$ cat src/hdl/tvd_pkg.sv
// Shared constants and carrier types for the triple video converter core.
// Assumes one 125 MHz clock and a synchronous active-high reset.

// ==========================================================================
// Package
// ==========================================================================
package tvd_pkg;

  // Code and level widths
  localparam int CODE_W   = 8;      // Output code width per channel
  localparam int LEVEL_W  = 9;      // Sampled level in half-LSB units
  localparam int SUM_W    = 10;     // Level plus dither offset
  localparam int NUM_CMP  = 255;    // Thresholds between 256 codes
  localparam int NUM_CH   = 3;      // Red, green, blue
  localparam int CH_RED   = 0;      // Channel index of red / V
  localparam int CH_GREEN = 1;      // Channel index of green / luma
  localparam int CH_BLUE  = 2;      // Channel index of blue / U

  // Dither counter
  localparam int DITH_W = 2;        // Counter width, offset in half LSBs
  localparam logic [DITH_W-1:0] DITH_RST = 2'h0;  // Value after reset

  // Input synchroniser depth and pipeline latency
  localparam int SYNC_STAGES = 3;   // Pin synchroniser flip-flops
  localparam int PIPE_POS    = 3;   // Rising edges after sampling edge

  // Clamp integrator
  localparam int ACC_W = 20;        // Integrator accumulator width

  // Level-select pad decode
  localparam logic [1:0] LSEL_LOW  = 2'h0;  // Pad driven low
  localparam logic [1:0] LSEL_HIGH = 2'h1;  // Pad driven high
  localparam logic [1:0] LSEL_OPEN = 2'h2;  // Pad left open

  // Clamp target codes out of 256
  localparam logic [CODE_W-1:0] CLAMP_16  = 8'h10;
  localparam logic [CODE_W-1:0] CLAMP_64  = 8'h40;
  localparam logic [CODE_W-1:0] CLAMP_128 = 8'h80;

  // Output buffer depth
  localparam int FIFO_DEPTH = 8;

  // One code per channel, moved as a unit
  typedef struct packed {
    logic [CODE_W-1:0] red;
    logic [CODE_W-1:0] green;
    logic [CODE_W-1:0] blue;
  } tvd_rgb_t;

  // Clamp phase, one-hot
  typedef enum logic [2:0] {
    CL_IDLE    = 3'h1,
    CL_INTEG   = 3'h2,
    CL_CORRECT = 3'h4
  } tvd_clamp_t;

endpackage

$ cat src/hdl/tvd_core.sv
// Digital side of a three-channel 8-bit flash converter: comparator
// capture, encoder, dither with correction, output pipeline, clamp control.
// Assumes analog levels arrive already quantised to half-LSB steps and
// the level-select pad is decoded to two bits by the pad cell.
`timescale 1ns/1ns
`default_nettype none

module tvd_core #(
  parameter int BUF_DEPTH = tvd_pkg::FIFO_DEPTH
) (
  input  wire logic                        ref_clk,
  input  wire logic                        srst,
  input  wire logic [tvd_pkg::LEVEL_W-1:0] red_level_in,
  input  wire logic [tvd_pkg::LEVEL_W-1:0] green_level_in,
  input  wire logic [tvd_pkg::LEVEL_W-1:0] blue_level_in,
  input  wire logic                        line_sync_in,
  input  wire logic                        frame_sync_in,
  input  wire logic [1:0]                  level_sel_in,
  output logic      [tvd_pkg::CODE_W-1:0]  red_code_out,
  output logic      [tvd_pkg::CODE_W-1:0]  green_code_out,
  output logic      [tvd_pkg::CODE_W-1:0]  blue_code_out,
  output tvd_pkg::tvd_rgb_t                clamp_level_out,
  output logic                             clamp_integrate_out,
  output logic      [tvd_pkg::NUM_CH-1:0]  clamp_sink_out,
  output logic      [tvd_pkg::NUM_CH-1:0]  clamp_source_out,
  output logic                             buf_in_ready,
  output logic                             stream_valid,
  input  wire logic                        stream_ready,
  output tvd_pkg::tvd_rgb_t                stream_data
);

  // ========================================================================
  // Declarations
  // ========================================================================
  localparam int NCH = tvd_pkg::NUM_CH;
  localparam int CW  = tvd_pkg::CODE_W;
  localparam int DW  = tvd_pkg::DITH_W;
  localparam int SS  = tvd_pkg::SYNC_STAGES;
  localparam int AW  = tvd_pkg::ACC_W;

  // Pin synchronisers and filtered sync levels
  logic [SS-1:0] lsync_q, lsync_d;   // Line sync shift chain
  logic [SS-1:0] fsync_q, fsync_d;   // Frame sync shift chain
  logic          lfilt_q, lfilt_d;   // Accepted line sync level
  logic          ffilt_q, ffilt_d;   // Accepted frame sync level
  logic          line_rise;          // Line pulse start
  logic          line_fall;          // Line pulse end
  logic          frame_fall;         // Frame pulse (active low)

  // Dither state
  logic [DW-1:0] dith_q, dith_d;     // Counter, offset in half LSBs
  logic          fpar_q, fpar_d;     // Odd/even frame pulse
  logic [DW-1:0] dith_off;           // Offset applied this sample

  // Capture stage (falling edge) and rising-edge pipeline
  logic [NCH-1:0][tvd_pkg::LEVEL_W-1:0] level;
  logic [NCH-1:0][tvd_pkg::NUM_CMP-1:0] therm_q, therm_d;
  logic [DW-2:0] whole_s_q, whole_s_d;   // Whole-LSB part at capture
  logic [DW-2:0] whole_a_q, whole_a_d;   // Travels with encoder stage
  logic [NCH-1:0][CW-1:0] raw_q, raw_d;  // Encoder output
  logic [NCH-1:0][CW-1:0] corr_q, corr_d;  // Corrected code
  logic [NCH-1:0][CW-1:0] out_q, out_d;  // Pin registers
  logic [tvd_pkg::PIPE_POS-1:0] vld_q, vld_d;  // Pipeline fill marks

  // Clamp control
  tvd_pkg::tvd_clamp_t cl_q, cl_d;       // Clamp phase
  logic [NCH-1:0][CW-1:0] target;        // Clamp target codes
  logic [NCH-1:0][AW-1:0] acc_q, acc_d;  // Error integrators
  logic [NCH-1:0]         pos_q, pos_d;  // Latched sign: above target
  logic [NCH-1:0]         neg_q, neg_d;  // Latched sign: below target

  tvd_pkg::tvd_rgb_t      out_word;

  // Encoder: count set comparators of a thermometer code
  function automatic logic [CW-1:0] encode(
    input logic [tvd_pkg::NUM_CMP-1:0] t
  );
    logic [CW-1:0] n;
    n = '0;
    for (int i = 0; i < tvd_pkg::NUM_CMP; i++)
    begin
      n = n + CW'(t[i]);
    end
    return n;
  endfunction

  // ========================================================================
  // Sync inputs
  // ========================================================================
  // Three flops per pin; a change is taken once the last two agree
  always_comb
  begin
    lsync_d = {lsync_q[SS-2:0], line_sync_in};
    fsync_d = {fsync_q[SS-2:0], frame_sync_in};
    lfilt_d = (lsync_q[1] == lsync_q[2]) ? lsync_q[2] : lfilt_q;
    ffilt_d = (fsync_q[1] == fsync_q[2]) ? fsync_q[2] : ffilt_q;
  end

  assign line_rise  = lfilt_d && !lfilt_q;
  assign line_fall  = !lfilt_d && lfilt_q;
  assign frame_fall = !ffilt_d && ffilt_q;

  // ========================================================================
  // Dither counter
  // ========================================================================
  // Clearing frame pulse wins over a line step in the same cycle
  always_comb
  begin
    dith_d = dith_q;
    fpar_d = fpar_q;
    if (frame_fall)
    begin
      fpar_d = !fpar_q;
      if (fpar_q)
      begin
        dith_d = tvd_pkg::DITH_RST;
      end
      else if (line_rise)
      begin
        dith_d = dith_q + DW'(1);
      end
    end
    else if (line_rise)
    begin
      dith_d = dith_q + DW'(1);
    end
  end

  // Frame sync low: no offset, no correction
  assign dith_off = ffilt_q ? dith_q : '0;

  always_ff @(posedge ref_clk)
  begin
    if (srst)
    begin
      lsync_q <= '0;
      fsync_q <= '0;
      lfilt_q <= 1'b0;
      ffilt_q <= 1'b0;
      dith_q  <= tvd_pkg::DITH_RST;
      fpar_q  <= 1'b0;
    end
    else
    begin
      lsync_q <= lsync_d;
      fsync_q <= fsync_d;
      lfilt_q <= lfilt_d;
      ffilt_q <= ffilt_d;
      dith_q  <= dith_d;
      fpar_q  <= fpar_d;
    end
  end

  // ========================================================================
  // Comparator bank, captured on the falling edge
  // ========================================================================
  assign level[tvd_pkg::CH_RED]   = red_level_in;
  assign level[tvd_pkg::CH_GREEN] = green_level_in;
  assign level[tvd_pkg::CH_BLUE]  = blue_level_in;

  // Threshold k sits at k+1 whole LSBs, i.e. 2(k+1) half steps
  for (genvar c = 0; c < NCH; c++)
  begin : g_cmp
    for (genvar k = 0; k < tvd_pkg::NUM_CMP; k++)
    begin : g_thr
      assign therm_d[c][k] =
        ({1'b0, level[c]} + tvd_pkg::SUM_W'(dith_off))
        >= tvd_pkg::SUM_W'(2 * (k + 1));
    end
  end

  // Only the whole-LSB part of the offset is removed later
  assign whole_s_d = dith_off[DW-1:1];

  always_ff @(negedge ref_clk)
  begin
    if (srst)
    begin
      therm_q   <= '0;
      whole_s_q <= '0;
    end
    else
    begin
      therm_q   <= therm_d;
      whole_s_q <= whole_s_d;
    end
  end

  // ========================================================================
  // Output pipeline: rising edges at +0.5, +1.5 and +2.5 periods
  // ========================================================================
  always_comb
  begin
    whole_a_d = whole_s_q;
    vld_d     = {vld_q[tvd_pkg::PIPE_POS-2:0], 1'b1};
    for (int c = 0; c < NCH; c++)
    begin
      raw_d[c] = encode(therm_q[c]);
      // Clip at zero; the top code then tops out one short of full
      if (raw_q[c] < CW'(whole_a_q))
      begin
        corr_d[c] = '0;
      end
      else
      begin
        corr_d[c] = raw_q[c] - CW'(whole_a_q);
      end
      out_d[c] = corr_q[c];
    end
  end

  always_ff @(posedge ref_clk)
  begin
    if (srst)
    begin
      whole_a_q <= '0;
      raw_q     <= '0;
      corr_q    <= '0;
      out_q     <= '0;
      vld_q     <= '0;
    end
    else
    begin
      whole_a_q <= whole_a_d;
      raw_q     <= raw_d;
      corr_q    <= corr_d;
      out_q     <= out_d;
      vld_q     <= vld_d;
    end
  end

  // Each bus carries its own channel, bit 0 least significant
  assign red_code_out   = out_q[tvd_pkg::CH_RED];
  assign green_code_out = out_q[tvd_pkg::CH_GREEN];
  assign blue_code_out  = out_q[tvd_pkg::CH_BLUE];

  // ========================================================================
  // Output buffer
  // ========================================================================
  // Codes are pushed every cycle; a full buffer drops the word and
  // shows it on buf_in_ready, since a flash converter cannot stall.
  assign out_word = '{red: red_code_out, green: green_code_out,
                      blue: blue_code_out};

  tvd_fifo #(
    .WIDTH ($bits(tvd_pkg::tvd_rgb_t)),
    .DEPTH (BUF_DEPTH)
  ) u_buf (
    .clk       (ref_clk),
    .srst      (srst),
    .in_valid  (vld_q[tvd_pkg::PIPE_POS-1]),
    .in_ready  (buf_in_ready),
    .in_data   (out_word),
    .out_valid (stream_valid),
    .out_ready (stream_ready),
    .out_data  (stream_data)
  );

  // ========================================================================
  // Clamp control
  // ========================================================================
  // Target levels from the three-state select pad
  always_comb
  begin
    target[tvd_pkg::CH_RED]   = tvd_pkg::CLAMP_16;
    target[tvd_pkg::CH_GREEN] = tvd_pkg::CLAMP_16;
    target[tvd_pkg::CH_BLUE]  = tvd_pkg::CLAMP_16;
    if (level_sel_in == tvd_pkg::LSEL_HIGH)
    begin
      target[tvd_pkg::CH_RED]  = tvd_pkg::CLAMP_128;
      target[tvd_pkg::CH_BLUE] = tvd_pkg::CLAMP_128;
    end
    else if (level_sel_in == tvd_pkg::LSEL_OPEN)
    begin
      target[tvd_pkg::CH_RED]   = tvd_pkg::CLAMP_128;
      target[tvd_pkg::CH_GREEN] = tvd_pkg::CLAMP_64;
      target[tvd_pkg::CH_BLUE]  = tvd_pkg::CLAMP_128;
    end
  end

  // Idle until the first line pulse; no pulses, no correction
  always_comb
  begin
    cl_d  = cl_q;
    acc_d = acc_q;
    pos_d = pos_q;
    neg_d = neg_q;
    case (cl_q)
      tvd_pkg::CL_IDLE:
      begin
        if (line_rise)
        begin
          cl_d  = tvd_pkg::CL_INTEG;
          acc_d = '0;
        end
      end
      tvd_pkg::CL_INTEG:
      begin
        // Accumulator wraps on very long pulses; pulses are short
        for (int c = 0; c < NCH; c++)
        begin
          acc_d[c] = acc_q[c] + AW'({1'b0, raw_q[c]})
                     - AW'({1'b0, target[c]});
        end
        if (line_fall)
        begin
          cl_d = tvd_pkg::CL_CORRECT;
          for (int c = 0; c < NCH; c++)
          begin
            pos_d[c] = !acc_q[c][AW-1] && (acc_q[c] != '0);
            neg_d[c] = acc_q[c][AW-1];
          end
        end
      end
      tvd_pkg::CL_CORRECT:
      begin
        if (line_rise)
        begin
          cl_d  = tvd_pkg::CL_INTEG;
          acc_d = '0;
        end
      end
      default:
      begin
        cl_d = tvd_pkg::CL_IDLE;
      end
    endcase
  end

  always_ff @(posedge ref_clk)
  begin
    if (srst)
    begin
      cl_q  <= tvd_pkg::CL_IDLE;
      acc_q <= '0;
      pos_q <= '0;
      neg_q <= '0;
    end
    else
    begin
      cl_q  <= cl_d;
      acc_q <= acc_d;
      pos_q <= pos_d;
      neg_q <= neg_d;
    end
  end

  // Sink lowers a high input, source raises a low one, only while low
  assign clamp_integrate_out = (cl_q == tvd_pkg::CL_INTEG);
  assign clamp_sink_out   = (cl_q == tvd_pkg::CL_CORRECT) ? pos_q : '0;
  assign clamp_source_out = (cl_q == tvd_pkg::CL_CORRECT) ? neg_q : '0;
  assign clamp_level_out  = '{red:   target[tvd_pkg::CH_RED],
                              green: target[tvd_pkg::CH_GREEN],
                              blue:  target[tvd_pkg::CH_BLUE]};

endmodule
`default_nettype wire

$ cat src/hdl/tvd_fifo.sv
// Small synchronous FIFO with valid/ready on both sides.
// Assumes a single clock and a synchronous active-high reset.
`timescale 1ns/1ns
`default_nettype none

// ==========================================================================
// FIFO
// ==========================================================================
module tvd_fifo #(
  parameter int WIDTH = 24,
  parameter int DEPTH = 8
) (
  input  wire logic             clk,
  input  wire logic             srst,
  input  wire logic             in_valid,
  output logic                  in_ready,
  input  wire logic [WIDTH-1:0] in_data,
  output logic                  out_valid,
  input  wire logic             out_ready,
  output logic      [WIDTH-1:0] out_data
);

  localparam int AW = $clog2(DEPTH);

  logic [WIDTH-1:0] mem [DEPTH];     // Storage words
  logic [AW-1:0]    wr_q, wr_d;      // Write pointer
  logic [AW-1:0]    rd_q, rd_d;      // Read pointer
  logic [AW:0]      cnt_q, cnt_d;    // Fill level
  logic             push;
  logic             pop;

  // Full and empty straight from the fill level
  assign in_ready  = (cnt_q != (AW+1)'(DEPTH));
  assign out_valid = (cnt_q != '0);
  assign out_data  = mem[rd_q];
  assign push      = in_valid && in_ready;
  assign pop       = out_valid && out_ready;

  // Pointer and level update, wrap at DEPTH
  always_comb
  begin
    wr_d  = wr_q;
    rd_d  = rd_q;
    cnt_d = cnt_q;
    if (push)
    begin
      wr_d = (wr_q == AW'(DEPTH-1)) ? '0 : wr_q + AW'(1);
    end
    if (pop)
    begin
      rd_d = (rd_q == AW'(DEPTH-1)) ? '0 : rd_q + AW'(1);
    end
    if (push && !pop)
    begin
      cnt_d = cnt_q + (AW+1)'(1);
    end
    else if (pop && !push)
    begin
      cnt_d = cnt_q - (AW+1)'(1);
    end
  end

  // Registers; storage is not reset, only the pointers and fill level
  always_ff @(posedge clk)
  begin
    if (push)
    begin
      mem[wr_q] <= in_data;
    end
    if (srst)
    begin
      wr_q  <= '0;
      rd_q  <= '0;
      cnt_q <= '0;
    end
    else
    begin
      wr_q  <= wr_d;
      rd_q  <= rd_d;
      cnt_q <= cnt_d;
    end
  end

endmodule
`default_nettype wire

$ cat config.mk
export PLATFORM = sky130hd
export DESIGN_NAME = tvd_core
export DESIGN_NICKNAME = d
export VERILOG_FILES = /design/src/hdl/tvd_pkg.sv /design/src/hdl/tvd_core.sv /design/src/hdl/tvd_fifo.sv
export SDC_FILE = /design/constraint.sdc
export NUM_CORES = 2
export LEC_CHECK = 0
export ABC_AREA = 1
export BUFFER_PORTS_ARGS = -buffer_cell sky130_fd_sc_hd__buf_2
export CORE_ASPECT_RATIO = 0.7
export CORE_UTILIZATION = 58
export DETAILED_ROUTE_END_ITERATION = 10
export PLACE_DENSITY_LB_ADDON = 0.3
export RECOVER_POWER = 25
export SLEW_MARGIN = 20
export SYNTH_ARGS = -nofsm -noshare
export SYNTH_HDL_FRONTEND = slang
export SYNTH_HIERARCHICAL = 1
export SYNTH_SLANG_ARGS = --single-unit
$ cat constraint.sdc
create_clock -name ref_clk -period 8.17 [get_ports ref_clk]
set_clock_uncertainty 0.2 [all_clocks]
set_input_delay 0.4085 -clock ref_clk [delete_from_list [all_inputs] [get_ports ref_clk]]
set_output_delay 0.4085 -clock ref_clk [all_outputs]
set_load 0.01 [all_outputs]
==> metrics <==
row count=102; clock tree from TritonCTS=built; Hold Path Depth=2; cell count of the worst reg-to-reg path=24; CP Launch Type=flip-flop; arrival time of the worst setup path=12310 ps; CP endpoint kind=flip-flop; core box area=111000 um2; vias in the first global route=55300; Yosys Warn Count=6; Hold WC Path Type=flip-flop to flip-flop; actual slew at the worst max-slew pin=4510 ps; RD Place Congestion=1.05; hold slack=201 ps; mapped cell area=65500 um2; post-synth top area share=0.286; clock latency at the later pin of the worst-skew pair=750 ps; Filler Cell Count=8804; max-cap check violation count=9; DRT antenna net count=0; synth-to-layout area growth=18.0%; cells after synthesis=7629; CTS buffer count=111; via count=55300; failing checks=capacitance limit, slew limit, setup timing; final setup margin=-3710 ps; slew margin rel.=-2.01; Pins Over Slew Limit=446; gr usage total=0.365; Post-DP HPWL=155000 um; register area share after synthesis=0.374; DR DRC count=0; worst-case clock buffer depth=3; most common cell after layout, fill and taps aside=inv_1; post-synthesis async set-or-reset flop share=0; kind of critical path=flip-flop to flip-flop; wire per inst=20.1 um; clock-pin slew on the worst setup and hold paths=70 ps; DRT iter0 DRCs=7139; pin count of the biggest net entering global routing=178; grt ovf=0; Max FO, Critical Path=2; Final nets=9786; Synth Flop Type=dfxtp_1; Clock Root Buffer=clkbuf_16; Vias/cell=5.32; Die Width=404 um; RSZ-0062 raised after global routing=yes; Syn Area/Cell=8.59 um2; Synth area leaders=dfxtp_1, fa_1, inv_1, edfxtp_1, nand2_1; H-tree depth=3; layout cells sized above 1=0.108; Final Hold Vio Count=0; port buffer count=96; setup tns final=-1062040 ps; Initial Util=0.589; Seq cells post-synth=1127; Pre-antenna DRT Iters=9; clk sinks=1127; Data required, critical path=8600 ps; final core utilization=0.695; height of the chip=283 um; final setup vio count=760; Post-synth EDFFs=192; most frequent cells in the layout=inv_1, nand2_1, dfxtp_1; number of antenna violations at the first check in global routing=8; die area=114000 um2; WL final=210000 um; global-route wire length before repair=315000 um; DP Area=70200 um2; Top Ports=115; fin area=77300 um2; status=complete, but fails checks; post-synth cell types=56; largest area contributor in the netlist=dfxtp_1
[synth_stat cells, types with 4 or more instances]
cell	instances
a21oi_1	596
and2_1	9
buf_4	49
buf_6	12
xor2_1	13
buf_2	55
fa_1	733
o21ai_0	155
inv_4	4
nand3b_1	13
inv_2	17
nor3_2	6
nor3_1	23
nor2_4	17
nor2_1	836
nand2_2	35
buf_1	11
ha_1	224
a31oi_1	25
clkbuf_1	126
or2_2	13
o21ai_1	71
inv_1	1769
nand2_4	8
nand3_1	290
o21bai_1	11
nor2_2	13
xnor2_1	4
nand2_1	1278
dfxtp_1	935
edfxtp_1	192
nand4_1	39
a211oi_1	5
[worst max-delay path, cell delays in order (launching register included)]
cell,delay [ps]
dfxtp_1,300
fa_1,620
inv_1,80
fa_1,530
fa_1,450
fa_1,550
fa_1,450
fa_1,550
fa_1,530
inv_1,50
fa_1,560
inv_2,60
fa_1,500
fa_1,430
fa_1,500
inv_2,40
fa_2,340
fa_2,360
nand3_2,80
nand3_2,70
nand2_1,70
nand2_1,50
a21oi_2,150
buf_4,130
a21oi_2,40
[worst paths after layout]
check,to,start,slack [ps]
worst max-delay path,raw_q[22]$_SDFF_PP0_,therm_q[719]$_SDFF_NP0_,-3710
worst min-delay path,blue_code_out[5]$_SDFF_PP0_,corr_q[21]$_SDFF_PP0_,200
worst max register to register,raw_q[22]$_SDFF_PP0_,therm_q[719]$_SDFF_NP0_,-3710
worst min register to register,blue_code_out[5]$_SDFF_PP0_,corr_q[21]$_SDFF_PP0_,200
[stage by stage]
step	setup slack [ps]	cells
floorplan	-3270	7646
global placement	-3630	9415
detailed placement	-3700	9415
CTS	-3630	10400
global route	-3860	10400
finish	-3710	10400
[layout make-up]
type	instances	area, um2	share of cell area
clock inverter	853	3960	0.0512
clock buffer	120	2840	0.0368
inverter	1792	6750	0.0873
timing repair buffer	525	3820	0.0494
sequential	1127	24500	0.317
multi-input combinational	4472	33500	0.434
tap	1508	1890	0.0244
antenna	3	7.51	0.0000971
[cell families (layout without fill, tap and decap cells)]
logic type,count (synthesis),in the layout,synth area share
other cells,1,21,0.0000572
xor+xnor,18,18,0.00252
fa+ha+maj,957,957,0.267
compound gates,884,884,0.0696
buf+inv,2047,3290,0.123
simple gates,2595,2595,0.165
flops,1127,1127,0.374
[registers in the layout, indices dropped and copies added (netlist names), named ones only]
signal,count
cl_q,3
dith_q,2
u_buf/rd_q,3
u_buf/cnt_q,4
lfilt_q,1
red_code_out,8
acc_q,60
fpar_q,1
raw_q,24
whole_a_d,1
u_buf/wr_q,3
green_code_out,8
neg_q,3
fsync_q,3
therm_q,765
lsync_q,3
blue_code_out,8
whole_a_q,1
corr_q,24
ffilt_q,1
u_buf/mem,192
pos_q,3
vld_q,3
[layer usage]
layer | global-route usage | vias up | share of wire
li1 | - | 25200 | -
met1 | 0.528 | 26200 | 0.42
met2 | 0.503 | 3357 | 0.41
met3 | 0.134 | 503 | 0.14
met4 | 0.121 | 10 | 0.030
met5 | 0 | - | 0.0011
[timing repair]
item                                    4_1_cts  5_1_grt
endpoints found under the setup margin       24       35
buffers inserted                             10        6
hold buffers                                  4        0
endpoints found under the hold margin        20        0
pin swaps                                    26       24
resized for setup                            54       65
Power is not shown: default switching activity piles up to over one toggle a cycle in this logic, so the estimate is an artifact.
